## src/logic/fcs_pkg.sv

```systemverilog
/*
 * Constants and carrier types for the flash command sequencer.
 * Assumes a 16-bit CPU write/read strobe interface and a word-wide flash array port.
 */
package fcs_pkg;
    // ------------------------------------------------------------------
    // Command codes
    // ------------------------------------------------------------------
    localparam logic [7:0] CMD_READ_ARRAY  = 8'hFF;
    localparam logic [7:0] CMD_READ_STATUS = 8'h70;
    localparam logic [7:0] CMD_CLR_STATUS  = 8'h50;
    localparam logic [7:0] CMD_PROGRAM     = 8'h40;
    localparam logic [7:0] CMD_BLK_ERASE   = 8'h20;
    localparam logic [7:0] CMD_ERASE_ALL   = 8'hA7;
    localparam logic [7:0] CMD_LOCK_PROG   = 8'h77;
    localparam logic [7:0] CMD_LOCK_READ   = 8'h71;
    localparam logic [7:0] CMD_CONFIRM     = 8'hD0;
    // ------------------------------------------------------------------
    // Geometry and status layout
    // ------------------------------------------------------------------
    localparam int          ADDR_W         = 20;
    localparam int          NUM_BLOCKS     = 14;
    localparam int          BLK_W          = 4;
    localparam logic [3:0]  ERASE_ALL_LAST = 4'hC;
    localparam logic [3:0]  BOOT_BLOCK     = 4'hD;
    localparam int          SR_READY_POS   = 7;
    localparam int          SR_ERASE_POS   = 5;
    localparam int          SR_PROG_POS    = 4;
    localparam logic [15:0] ERASED_WORD    = 16'hFFFF;
    // ------------------------------------------------------------------
    // Operation timing in cycles at 20 MHz
    // ------------------------------------------------------------------
    localparam logic [11:0] PROG_CYCLES    = 12'h040;
    localparam logic [11:0] ERASE_CYCLES   = 12'h100;
    localparam logic [11:0] LOCK_CYCLES    = 12'h020;

    typedef struct packed {
        logic              wr;
        logic              rd;
        logic [ADDR_W-1:0] addr;
        logic [15:0]       wdata;
    } fcs_bus_t;

    typedef struct packed {
        logic              wr;
        logic              erase;
        logic [ADDR_W-1:0] addr;
        logic [BLK_W-1:0]  blk;
        logic [15:0]       wdata;
    } fcs_array_t;
endpackage : fcs_pkg

```

## src/logic/fcs_sequencer.sv

```systemverilog
/*
 * Flash command sequencer: decodes two-cycle CPU commands, runs auto program,
 * auto erase and lock operations, keeps status flags and per-block lock bits.
 * Assumes the flash array answers reads combinationally with arr_rdata,
 * reports verify failure on arr_fail, and that the block map is given by blk_of.
 */
`timescale 1ns/1ps
module fcs_sequencer #(
    parameter logic [11:0] PROG_T  = fcs_pkg::PROG_CYCLES,
    parameter logic [11:0] ERASE_T = fcs_pkg::ERASE_CYCLES,
    parameter logic [11:0] LOCK_T  = fcs_pkg::LOCK_CYCLES
) (
    input  wire logic                     core_clk,
    input  wire logic                     rst_n,
    input  wire fcs_pkg::fcs_bus_t        bus,
    input  wire logic                     ram_resident_rewrite_mode,
    input  wire logic                     lock_protect_disable,
    input  wire logic [fcs_pkg::BLK_W-1:0] blk_of,
    input  wire logic                     blk_top,
    input  wire logic [15:0]              arr_rdata,
    input  wire logic                     arr_fail,
    output logic [15:0]                   rdata,
    output logic                          sequencer_ready_flag,
    output logic                          program_error_flag,
    output logic                          erase_error_flag,
    output logic                          lock_state_result,
    output fcs_pkg::fcs_array_t           arr
);
    import fcs_pkg::*;

    // ------------------------------------------------------------------
    // State
    // ------------------------------------------------------------------
    typedef enum logic [2:0] {
        S_IDLE, S_WAIT2, S_PROG, S_ERASE, S_LOCK, S_READLK
    } fcs_state_t;
    typedef enum logic [1:0] {
        M_ARRAY, M_STATUS, M_ONESHOT
    } fcs_rmode_t;

    fcs_state_t              state, next_state;
    fcs_rmode_t              rmode, next_rmode;
    logic [7:0]              cmd, next_cmd;
    logic [BLK_W-1:0]        blk, next_blk;
    logic [11:0]             cnt, next_cnt;
    logic [NUM_BLOCKS-1:0]   lock_bits, next_lock_bits;
    logic                    ready, next_ready;
    logic                    perr, next_perr;
    logic                    eerr, next_eerr;
    logic                    fail_acc, next_fail_acc;
    logic                    lkres, next_lkres;
    logic [15:0]             next_rdata;
    fcs_array_t              next_arr;
    logic [7:0]              status;
    logic [7:0]              lo;
    logic                    unlocked;
    logic                    err_any;

    assign lo       = bus.wdata[7:0];
    assign unlocked = lock_protect_disable | lock_bits[blk_of];
    assign err_any  = perr | eerr;

    always_comb begin
        status               = 8'h00;
        status[SR_READY_POS] = ready;
        status[SR_ERASE_POS] = eerr;
        status[SR_PROG_POS]  = perr;
    end

    // ------------------------------------------------------------------
    // Command decode and operation sequencing
    // ------------------------------------------------------------------
    always_comb begin
        next_state     = state;
        next_rmode     = rmode;
        next_cmd       = cmd;
        next_blk       = blk;
        next_cnt       = cnt;
        next_lock_bits = lock_bits;
        next_ready     = ready;
        next_perr      = perr;
        next_eerr      = eerr;
        next_fail_acc  = fail_acc;
        next_lkres     = lkres;
        next_arr       = '0;
        case (state)
            S_IDLE: begin
                if (bus.rd && rmode == M_ONESHOT) begin
                    next_rmode = M_ARRAY;
                end
                if (bus.wr) begin
                    next_cmd   = lo;
                    case (lo)
                        CMD_READ_ARRAY:  next_rmode = M_ARRAY;
                        CMD_READ_STATUS: next_rmode = M_ONESHOT;
                        CMD_CLR_STATUS: begin
                            next_perr = 1'b0;
                            next_eerr = 1'b0;
                        end
                        CMD_PROGRAM, CMD_BLK_ERASE, CMD_ERASE_ALL, CMD_LOCK_PROG: begin
                            if (!err_any) begin
                                next_state = S_WAIT2;
                            end
                        end
                        CMD_LOCK_READ:   next_state = S_WAIT2;
                        default:         next_state = S_IDLE;
                    endcase
                end
            end
            S_WAIT2: begin
                if (bus.wr) begin
                    next_state = S_IDLE;
                    if (cmd == CMD_PROGRAM) begin
                        if (!unlocked) begin
                            next_perr = 1'b1;
                        end else if (arr_rdata != ERASED_WORD) begin
                            next_perr = 1'b1;
                        end else begin
                            next_arr.wr    = 1'b1;
                            next_arr.addr  = bus.addr;
                            next_arr.wdata = bus.wdata;
                            next_cnt       = PROG_T;
                            next_ready     = 1'b0;
                            next_state     = S_PROG;
                        end
                        if (ram_resident_rewrite_mode) begin
                            next_rmode = M_STATUS;
                        end
                    end else if (lo == CMD_READ_ARRAY) begin
                        next_rmode = M_ARRAY;
                    end else if (lo != CMD_CONFIRM) begin
                        if (cmd != CMD_LOCK_READ) begin
                            next_perr = 1'b1;
                            next_eerr = 1'b1;
                        end
                    end else begin
                        next_ready    = 1'b0;
                        next_fail_acc = 1'b0;
                        case (cmd)
                            CMD_BLK_ERASE: begin
                                if (!unlocked) begin
                                    next_eerr  = 1'b1;
                                    next_ready = 1'b1;
                                end else begin
                                    next_blk   = blk_of;
                                    next_cnt   = ERASE_T;
                                    next_state = S_ERASE;
                                end
                                if (ram_resident_rewrite_mode) begin
                                    next_rmode = M_STATUS;
                                end
                            end
                            CMD_ERASE_ALL: begin
                                next_blk   = '0;
                                next_cnt   = ERASE_T;
                                next_state = S_ERASE;
                                if (ram_resident_rewrite_mode) begin
                                    next_rmode = M_STATUS;
                                end
                            end
                            CMD_LOCK_PROG: begin
                                next_blk   = blk_of;
                                next_cnt   = LOCK_T;
                                next_state = S_LOCK;
                            end
                            default: begin
                                next_blk   = blk_of;
                                next_cnt   = LOCK_T;
                                next_state = S_READLK;
                                next_rmode = M_ARRAY;
                            end
                        endcase
                    end
                end
            end
            S_PROG: begin
                next_cnt = cnt - 12'h001;
                if (cnt == 12'h001) begin
                    next_perr  = arr_fail;
                    next_ready = 1'b1;
                    next_state = S_IDLE;
                end
            end
            S_ERASE: begin
                next_cnt = cnt - 12'h001;
                if (cnt == ERASE_T) begin
                    if (cmd == CMD_ERASE_ALL && !unlocked_blk(blk)) begin
                        next_cnt = 12'h001;
                    end else begin
                        next_arr.erase = 1'b1;
                        next_arr.blk   = blk;
                    end
                end
                if (cnt == 12'h001) begin
                    if (cmd != CMD_ERASE_ALL || unlocked_blk(blk)) begin
                        next_fail_acc       = fail_acc | arr_fail;
                        next_lock_bits[blk] = 1'b1;
                    end
                    if (cmd == CMD_ERASE_ALL && blk != ERASE_ALL_LAST) begin
                        next_blk = blk + 4'h1;
                        next_cnt = ERASE_T;
                    end else begin
                        next_eerr  = next_fail_acc;
                        next_ready = 1'b1;
                        next_state = S_IDLE;
                    end
                end
            end
            S_LOCK: begin
                next_cnt = cnt - 12'h001;
                if (cnt == 12'h001) begin
                    next_lock_bits[blk] = 1'b0;
                    next_perr  = arr_fail;
                    next_ready = 1'b1;
                    next_state = S_IDLE;
                end
            end
            S_READLK: begin
                next_cnt = cnt - 12'h001;
                if (cnt == 12'h001) begin
                    next_lkres = lock_bits[blk];
                    next_ready = 1'b1;
                    next_state = S_IDLE;
                end
            end
            default: next_state = S_IDLE;
        endcase
    end

    function automatic logic unlocked_blk(input logic [BLK_W-1:0] b);
        unlocked_blk = lock_protect_disable | lock_bits[b];
    endfunction : unlocked_blk

    always_comb begin
        if (rmode == M_ARRAY) begin
            next_rdata = arr_rdata;
        end else begin
            next_rdata = {8'h00, status};
        end
    end

    always_ff @(posedge core_clk or negedge rst_n) begin
        if (!rst_n) begin
            state     <= S_IDLE;
            rmode     <= M_ARRAY;
            cmd       <= CMD_READ_ARRAY;
            blk       <= '0;
            cnt       <= '0;
            lock_bits <= '1;
            ready     <= 1'b1;
            perr      <= 1'b0;
            eerr      <= 1'b0;
            fail_acc  <= 1'b0;
            lkres     <= 1'b0;
            rdata     <= '0;
            arr       <= '0;
        end else begin
            state     <= next_state;
            rmode     <= next_rmode;
            cmd       <= next_cmd;
            blk       <= next_blk;
            cnt       <= next_cnt;
            lock_bits <= next_lock_bits;
            ready     <= next_ready;
            perr      <= next_perr;
            eerr      <= next_eerr;
            fail_acc  <= next_fail_acc;
            lkres     <= next_lkres;
            rdata     <= next_rdata;
            arr       <= next_arr;
        end
    end

    assign sequencer_ready_flag = ready;
    assign program_error_flag   = perr;
    assign erase_error_flag     = eerr;
    assign lock_state_result    = lkres;

    // ------------------------------------------------------------------
    // Checks
    // ------------------------------------------------------------------
    a_prog_busy: assert property (@(posedge core_clk) disable iff (!rst_n)
        state == S_PROG |-> !ready)
        else $error("ready high during program");
    a_prog_done: assert property (@(posedge core_clk) disable iff (!rst_n)
        (state == S_PROG && cnt == 12'h001) |=> ready && state == S_IDLE)
        else $error("program did not finish");
    a_clear_errs: assert property (@(posedge core_clk) disable iff (!rst_n)
        (state == S_IDLE && bus.wr && lo == CMD_CLR_STATUS) |=> !perr && !eerr)
        else $error("clear status failed");
    a_err_refuse: assert property (@(posedge core_clk) disable iff (!rst_n)
        (state == S_IDLE && bus.wr && err_any && lo == CMD_PROGRAM) |=> state == S_IDLE)
        else $error("command accepted with error set");
    a_seq_error: assert property (@(posedge core_clk) disable iff (!rst_n)
        (state == S_WAIT2 && bus.wr && cmd == CMD_BLK_ERASE && lo != CMD_CONFIRM
         && lo != CMD_READ_ARRAY) |=> perr && eerr)
        else $error("sequence error not flagged");
    a_erase_busy: assert property (@(posedge core_clk) disable iff (!rst_n)
        state == S_ERASE |-> !ready)
        else $error("ready high during erase");
    a_lock_clear: assert property (@(posedge core_clk) disable iff (!rst_n)
        (state == S_LOCK && cnt == 12'h001) |=> !lock_bits[$past(blk)])
        else $error("lock bit not cleared");
    a_status_view: assert property (@(posedge core_clk) disable iff (!rst_n)
        (rmode == M_STATUS) |=> rdata[SR_READY_POS] == $past(ready))
        else $error("status not shown");
    a_boot_kept: assert property (@(posedge core_clk) disable iff (!rst_n)
        (state == S_ERASE && cmd == CMD_ERASE_ALL) |-> blk != BOOT_BLOCK)
        else $error("erase-all reached boot block");
endmodule : fcs_sequencer

```

## config.mk

```make
export PLATFORM = sky130hd
export DESIGN_NAME = fcs_sequencer
export DESIGN_NICKNAME = d
export VERILOG_FILES = /design/src/logic/fcs_pkg.sv /design/src/logic/fcs_sequencer.sv
export SDC_FILE = /design/constraint.sdc
export NUM_CORES = 1
export LEC_CHECK = 0
export ABC_AREA = 1
export BUFFER_PORTS_ARGS = -buffer_cell sky130_fd_sc_hd__buf_4
export CAP_MARGIN = 30
export CORE_MARGIN = 5
export CORE_UTILIZATION = 49
export DETAILED_ROUTE_END_ITERATION = 16
export PLACE_DENSITY = 0.76
export SETUP_SLACK_MARGIN = 0.02
export SYNTH_ARGS = -nofsm -noshare
export SYNTH_HDL_FRONTEND = slang
export SYNTH_SLANG_ARGS = --single-unit
```

## constraint.sdc

```tcl
create_clock -name core_clk -period 2 [get_ports core_clk]
set_clock_uncertainty 0.15 [all_clocks]
set_input_delay 0.4 -clock core_clk [delete_from_list [all_inputs] [get_ports core_clk]]
set_output_delay 0.4 -clock core_clk [all_outputs]
set_load 0.005 [all_outputs]
```

Word-level counts from Yosys, hierarchy flattened
Cells that the tools add are included.
Widths: inputs -> output; s select.
Operators by class
  add/sub/neg operators: 2
  multipliers: 0
  divide/modulo/power cells: 0
  magnitude comparators: 3
  equality and inequality tests: 54
  shift operators: 0
  mux-type cells: 118
  bitwise operators: 7
  reductions and logical operators: 30
Operator list (count)
  $mux 12: 11
  $mux 20: 5
  $mux 16: 6
  $eq 8x7->1 const B: 7
  $mux 1: 46
  $mux 14: 3
  $mux 4: 10
  $pmux 12 s3: 1
  $ne 3x3->1 const B: 10
  $pmux 14 s2: 1
  $mux 3: 9
  $eq 8x8->1 const B: 3
  $pmux 12 s2: 1
  $ne 2x2->1 const B: 11
  $mux 2: 10
  $pmux 3 s3: 2
  $reduce_and 9->1: 2
  $eq 8x6->1 const B: 2
  $ne 16x16->1 const B: 1
  $ne 4x4->1 const B: 4
  $ne 8x8->1 const B: 2
  $pmux 4 s2: 2
  $and 14x14->14: 1
  $not 14->14: 1
  other kinds (38): 63
Storage, ports and cells
  flip-flop bits (word level): 106
  bits in latches: 0
  RAM bits: 0
  memory bits (read-only): 0
  bits of input ports: 64
  output and inout port bits: 62
  logic and storage cells: 231
  memories: 0

Longest topological paths before layout
Gate-level depths: netlist of the first run.
  depth in word-level cells: 10
  gate-level depth with buffers: 14
  depth with buffers taken out: 14

Least setup slack after synthesis of the first run
Ideal clock, no wire load.
  path type: flip-flop to flip-flop
  from: register cmd[1]
  to: register blk[1]
  setup time: 0.117 ns
  arrival: 1.633 ns
  path slack: 0.100 ns
  cell stages (with the launch flop): 12
  clock period less this slack: 1.900 ns
  cell sequence: dfstp_2 > inv_1 > nor3_1 > nand2_1 > inv_1 > nand3_2 > nand2_1 > o21ai_2 > nor3_4 > nand2_1 > nand2_1 > nand2_1
On the way
  cells in the longest elaborated chain, start to end: 7
  elaborated cells on any way between the ends: 14
  classes of those cells: 6 x eq/ne; 6 x mux; 2 x reduce/logical
RTL lines
  from (decl): RTL line fcs_sequencer.sv:43  | logic [7:0] cmd, next_cmd;
  from (signal assigned): RTL line fcs_sequencer.sv:260  | cmd <= next_cmd;
  $eq 8x8->1 or $eq 8x6->1 (tied branches): RTL line fcs_sequencer.sv:139, fcs_sequencer.sv:199
  $pmux 4 s2: RTL line fcs_sequencer.sv:139  | case (cmd)
  $mux 4: RTL line fcs_sequencer.sv:131  | end else if (lo != CMD_CONFIRM) begin
  $mux 4: RTL line fcs_sequencer.sv:129  | end else if (lo == CMD_READ_ARRAY) begin
  $mux 4: RTL line fcs_sequencer.sv:113  | if (cmd == CMD_PROGRAM) begin
  $mux 4: RTL line fcs_sequencer.sv:111  | if (bus.wr) begin
  $pmux 4 s2: RTL line fcs_sequencer.sv:86  | case (state)
  to (signal assigned): RTL line fcs_sequencer.sv:261  | blk <= next_blk;
  to (decl): RTL line fcs_sequencer.sv:44  | logic [BLK_W-1:0] blk, next_blk;
Several ways; a longest one is shown, not always the timed one. The select of a mux whose other input is x is not followed.
A chain may end at the register's enable or synchronous reset.

==> results of run 1 <==
cells by family after synthesis:
kind of cell    share of synthesized area (%)
fa+ha+maj                                1.58
xor+xnor                                 1.58
compound gates                           7.30
buf+inv                                  10.6
flops                                    48.3
mux                                     0.405
simple gates                             30.3
routing by layer:
layer	track usage [%]	up-vias	part of all wire, %
li1	-	2710	-
met1	26.9	2724	37
met2	40.2	263	50
met3	10.3	44	10
met4	6.50	0	2.4
met5	0	-	0
how the worst min path moves through the flow:
stage,endpoint,cells after the start,slack (ns)
2_1_floorplan,arr[0],0,-0.05
3_3_place_gp,arr[16],1,0.24
3_5_place_dp,arr[17],1,0.25
4_1_cts,arr[30],3,0.1
5_1_grt,arr[10],3,0.09
6_report,arr[36],3,0.10
area by class of cell:
class	instances	area [um^2]
fillers	748	2970
multi-input cells	487	2690
clock inverters	5	38.8
flip-flops and latches	106	2680
repair buffers	206	1690
inverters	132	503
clock buffers	11	233
well taps	140	175
critical path: stages, from the launching register on:
cell and delay (ns):
dfstp_2 0.59, nand2_2 0.08, nor3_4 0.20, nand2_4 0.10, nor2_4 0.14, buf_6 0.13
nand4_4 0.21, clkbuf_16 0.25, nor2_1 0.14
layout by cell type (no fill, tap or decap), types with 4 or more instances in the layout:
| cell | synthesis | routed |
|---|---|---|
| buf_4 | 1 | 190 |
| nand2_1 | 175 | 158 |
| inv_1 | 127 | 118 |
| dfrtp_1 | 83 | 81 |
| nor2_1 | 106 | 74 |
| nand3_1 | 64 | 57 |
| nor2_4 | 1 | 25 |
| o21ai_0 | 35 | 23 |
| dfstp_2 | 23 | 23 |
| o21ai_1 | 14 | 19 |
| nand2_2 | 3 | 17 |
| a21oi_1 | 17 | 13 |
| nand4_1 | 13 | 13 |
| inv_2 | 5 | 12 |
| nor2_2 | 3 | 12 |
| clkbuf_16 | 0 | 12 |
| o21ai_2 | 1 | 8 |
| xor2_1 | 8 | 8 |
| nand3_2 | 1 | 7 |
| nor3_1 | 13 | 7 |
| ha_1 | 7 | 7 |
| buf_6 | 4 | 7 |
| buf_12 | 0 | 5 |
| a21oi_2 | 0 | 4 |
| nor4_1 | 4 | 4 |
| nor3_2 | 0 | 4 |
| nor3_4 | 2 | 4 |
repair_timing:
action / in CTS / in global routing
setup endpoints to repair: 43 / 75
hold buffers: 1 / 0
gates resized for setup: 19 / 123
pin swaps: 7 / 32
cloned: 1 / 5
setup buffers: 5 / 14
hold endpoints to repair: 15 / 0
power by group through the flow:
stage,clock network [mW],registers [mW],logic (mW)
6_report,1.67,2.44,1.31
4_1_cts,1.69,2.42,1.19
2_1_floorplan,0,2.42,0.670
5_1_grt,1.80,2.46,1.45
3_5_place_dp,0,2.45,1.17
3_3_place_gp,0,2.44,1.13
per-stage QoR:
stage | area, um^2 | instances | power (mW) | setup TNS (ns) | utilization (%)
floorplan | 5560 | 738 | 3.09 | 0 | -
global placement | 7050 | 1045 | 3.57 | -0.182 | 64.2
detailed placement | 7050 | 1045 | 3.62 | -1.85 | 64.2
CTS | 7440 | 1068 | 5.30 | 0 | 67.7
global route | 8020 | 1087 | 5.70 | -4.96 | 73.0
finish | 8020 | 1087 | 5.42 | -0.482 | 73.0
==> impl_metrics.ini, run 1 <==
[logic_synthesis]
synth_area_per_cell_um2 = 7.53
async_reset_ff_share_pct = 100
syn-instance-count = 738
syn_area_um2 = 5560
yosys_warnings = 0
ys_seq_area_share_pct = 48.3
yosys-top-cells-area = dfrtp_1 (37%), nand2_1 (12%), dfstp_2 (11%)
synth.distinct_cells = 37
yosysTopAreaCell = dfrtp_1
synth.most_common_cell = nand2_1
ys_top_cells_by_count = nand2_1 (175), inv_1 (127), nor2_1 (106)
syn-num-nets = 809
synth_edf_count = 0
synth_seq_cells = 106
yosysTopAreaCellShare_pct = 37.4
synth-main-ff-cell = dfrtp_1

[floorplan]
core_area_um2 = 11000
die_y_um = 116
io_pins = 126
start_util_pct = 50.6
die-width_um = 116
dieArea_um2 = 13600
rows = 38

[setup_path]
r2r-end = arr[20]
reg2reg_depth = 8
cp-startpoint = cmd[6]
cp_data_arrival_time_ns = 2.20
end_kind = register
r2r-start = cmd[6]
rrSetupSlack_ns = -0.07
timing_worst_setup_path_type = reg -> reg
cp.required_ns = 2.12
critPathCapture = arr[20]
worstSetupStartpointType = register
worstPathMaxFanout = 18

[sta]
setup_ws_ns = -0.0720
hold_ws_ns = 0.104
timing.final.crit_share_pct = 104
finalHoldViolCount = 0
rsz0062_at_grt = true
tightest_slew_ns = 0.499
period_minus_slack_ns = 2.07
slew_violations = 0
fmax_mhz = 483
setup_viol = 23
max-slew-margin-rel_pct = 66.8

[placement]
place.gp.congestion = 0.961
dp_slack_ns = -0.116
dp_hpwl_um = 11600
io_buffers = 124

[routing]
vias_per_cell = 5.28
vias = 5741
wl_um = 17000
wl_per_cell_um = 15.6
ant_nets = 0
drt_iter0_drc = 494
drc = 0
dr.pass1.iters = 5

[global_route]
antenna_found_initial = 0
grt_usage_pct = 23.5
grt_pass1_wl_um = 25500
grt_pass1_vias = 5691
grt-ovfl-total = 0
grt_max_degree = 38

[pwr]
p_int_mw = 3.70
comb_power_share_pct = 24.1
p_leak_nw = 4.22
p_clk_share_pct = 30.9
p_per_area_nw_per_um2 = 676
power.switching_mw = 1.72
p_sw_share_pct = 31.7
pwr-share-seq_pct = 45.0
peakVddDrop_uv = 744

[min_path]
hold_class = in -> reg
min-delay-start = bus[32]

[status]
violations = setup timing
outcome = complete, but fails checks

[clock_network]
clock_latency_ns = 0.36
cts_max_level = 3
clockBufferDepth = 2
clk_pin_slew_ns = 0.07
cts_tree = yes
cts_root_buf = clkbuf_16
clock-sinks = 106
cts_buffers = 9

[final_layout]
syn2layout_area_growth_pct = 44.2
antenna_cells = 0
drive_gt1_share_pct = 36.6
nets = 1013

[flow_run]
cap_violations = 0
No activity file was read; power rests on OpenSTA's default activity.
==> inputs of run 2 (changes only) <==
ABC_AREA = 0   (was 1)
MAX_ROUTING_LAYER = met4   (was not set)
PLACE_DENSITY = 0.77   (was 0.76)
==> run 2 against run 1 <==
  * The flow still finishes with violations (setup timing)
  * Hold slack lost 0.032 ns
  * Setup slack lost 0.66 ns
  * Cell area grew 3.9%
  * Area after synthesis shrank 5.7%
  * Synthesized cell count shrank 32%
  * Global-route usage grew 4.8 points
  * Core utilization grew 7.3 points
  * Critical endpoint is now state[0]
  * Largest power group unchanged
==> impl_metrics.ini, run 2 <==
[status]
outcome = complete, but fails checks
violations = setup timing

[setup_path]
rrSetupSlack_ns = -0.73
worstSetupStartpointType = register
critPathSlowestCell = dfstp_2
end_kind = register
cpPeakStageDelay_ns = 0.57
r2r-end = state[0]
timing_worst_setup_path_type = reg -> reg
cp_data_arrival_time_ns = 2.86
worstPathMaxFanout = 4
r2r-start = cmd[5]
cp.required_ns = 2.12
worstPathCellList = or4b_4, buf_6, nor3_4, buf_6, nand2_4, a21o_1, o211ai_1, buf_4, a311oi_2, a21o_1
reg2reg_depth = 10

[final_layout]
syn2layout_area_growth_pct = 58.8
antenna_cells = 0
fillerInstances = 591
final_cell_mix = buf_4 (259), dfrtp_1 (83), and2_4 (37)
multiInputGateArea_um2 = 2960
fin_area_um2 = 8330
drive_gt1_share_pct = 59.6
final_cell_count_no_fill = 909
nets = 839
seq_area_um2 = 2680
final_common_cell = buf_4

[logic_synthesis]
async_reset_ff_share_pct = 100
yosysTopAreaCellShare_pct = 39.6
syn_area_um2 = 5240
synth_area_per_cell_um2 = 10.5
ys_seq_area_share_pct = 51.1
synth_edf_count = 0
synth-main-ff-cell = dfrtp_1
synth.distinct_cells = 64
yosys_warnings = 0
syn-num-nets = 570
synth_seq_cells = 106
syn-instance-count = 499
yosysTopAreaCell = dfrtp_1
synth.most_common_cell = dfrtp_1
ys_top_cells_by_count = dfrtp_1 (83), and2_1 (56), a31oi_1 (30)
yosys-top-cells-area = dfrtp_1 (40%), dfstp_2 (12%), and2_1 (6.7%)

[floorplan]
die_y_um = 113
dieArea_um2 = 12900
core_area_um2 = 10400
start_util_pct = 50.6
rows = 37
io_pins = 126
die-width_um = 113

[sta]
tightest_slew_ns = 0.563
slew_violations = 0
fmax_mhz = 366
finalHoldViolCount = 0
setup_viol = 81
max-slew-margin-rel_pct = 62.1
period_minus_slack_ns = 2.73
setup_ws_ns = -0.732
rsz0062_at_grt = true
timing.final.crit_share_pct = 137

[min_path]
min_to = rdata[10]
hold_class = in -> reg
min_path_cells = 2
min-delay-start = arr_rdata[10]

[routing]
drt_iter0_drc = 495
drc = 0
ant_nets = 0
dr.pass1.iters = 5
wl_per_cell_um = 21.1
vias = 5484
vias_per_cell = 6.03
wl_um = 19200

[placement]
place_inst = 863
io_buffers = 124
dp_hpwl_um = 11700
dp_slack_ns = -0.989
placed_area_um2 = 7290
place.gp.congestion = 1.00

[pwr]
peakVddDrop_uv = 359
p_leak_nw = 3.87
p_per_area_nw_per_um2 = 477

[global_route]
grt_max_degree = 107
grt_pass1_vias = 5630
grt-ovfl-total = 0
grt_pass1_wl_um = 28400
antenna_found_initial = 0
grt_usage_pct = 28.4

[clock_network]
clock_latency_ns = 0.38
cts_root_buf = clkbuf_8
cts_buffers = 9
clk_pin_slew_ns = 0.11
cts_tree = yes
clock-sinks = 106
cts_max_level = 3
clockBufferDepth = 2

[flow_run]
cap_violations = 0
==> run 2: layout make-up <==
class | count | area share, %
inverters | 16 | 0.721
flip-flops and latches | 106 | 32.2
well taps | 136 | 2.04
clock buffers | 10 | 1.53
clock inverters | 6 | 0.947
multi-input cells | 353 | 35.6
repair buffers | 282 | 27.0
==> run 2: power breakdown <==
| part | leakage [nW] | switching, mW | internal [mW] |
|---|---|---|---|
| Clock | 0.106 | 0.826 | 0.612 |
| Sequential | 1.34 | 0.0121 | 2.18 |
| Combinational | 2.42 | 0.162 | 0.183 |
| Total | 3.87 | 1.00 | 2.97 |
==> run 2: worst max path at each step <==
stage | cells after the start | from | end | slack, ns
floorplan | 8 | cmd[7] | cnt[3] | -0.48
global placement | 8 | blk_of[0] | arr[25] | -0.79
detailed placement | 9 | blk_of[0] | arr[39] | -0.99
CTS | 8 | cmd[7] | cnt[5] | -0.62
global route | 10 | cmd[5] | state[0] | -0.80
finish | 10 | cmd[5] | state[0] | -0.73
==> run 2: critical path, delay by kind of cell (launching register included) <==
| family | cells | cell delay [ns] |
|---|---|---|
| compound gates | 4 | 0.61 |
| buf+inv | 3 | 0.49 |
| flops | 1 | 0.57 |
| simple gates | 3 | 0.80 |
==> run 2: per-layer routing <==
layer  track usage [%]  up-vias  wire [um]
li1                  -     2371          -
met1              34.3     2693       7200
met2              47.9      323       9760
met3              4.08       97       1320
met4              11.7        0        871
met5                 -        -          0
==> run 2: timing repair <==
| action | CTS | global route |
|---|---|---|
| resized for setup | 90 | 47 |
| setup buffers | 15 | 11 |
| hold buffers | 1 | 0 |
| hold endpoints to repair | 83 | 0 |
| cloned | 4 | 0 |
| pin swaps | 66 | 20 |
| endpoints found under the setup margin | 81 | 81 |
==> run 2: cells by family (layout without fill, tap and decap cells) <==
family | after synthesis | after routing | share of synthesized area, %
simple gates | 186 | 187 | 20.3
compound gates | 132 | 133 | 16.8
buf+inv | 42 | 314 | 3.37
flops | 106 | 106 | 51.1
xor+xnor | 2 | 2 | 0.334
fa+ha+maj | 7 | 7 | 1.67
mux | 24 | 24 | 6.40
==> run 2: metrics by stage <==
step                      hold slack (ns)  setup TNS, ns  power (mW)  utilization [%]
final                              0.0720         -39.84        3.97             80.3
after global routing               0.0671         -46.27        4.10             80.3
after CTS                          0.0703         -30.69        3.95             77.3
after detailed placement            0.368         -59.54        2.54             70.3
after global placement              0.351         -51.62        2.53             70.3
after floorplan                   -0.0456         -25.32        2.30                -
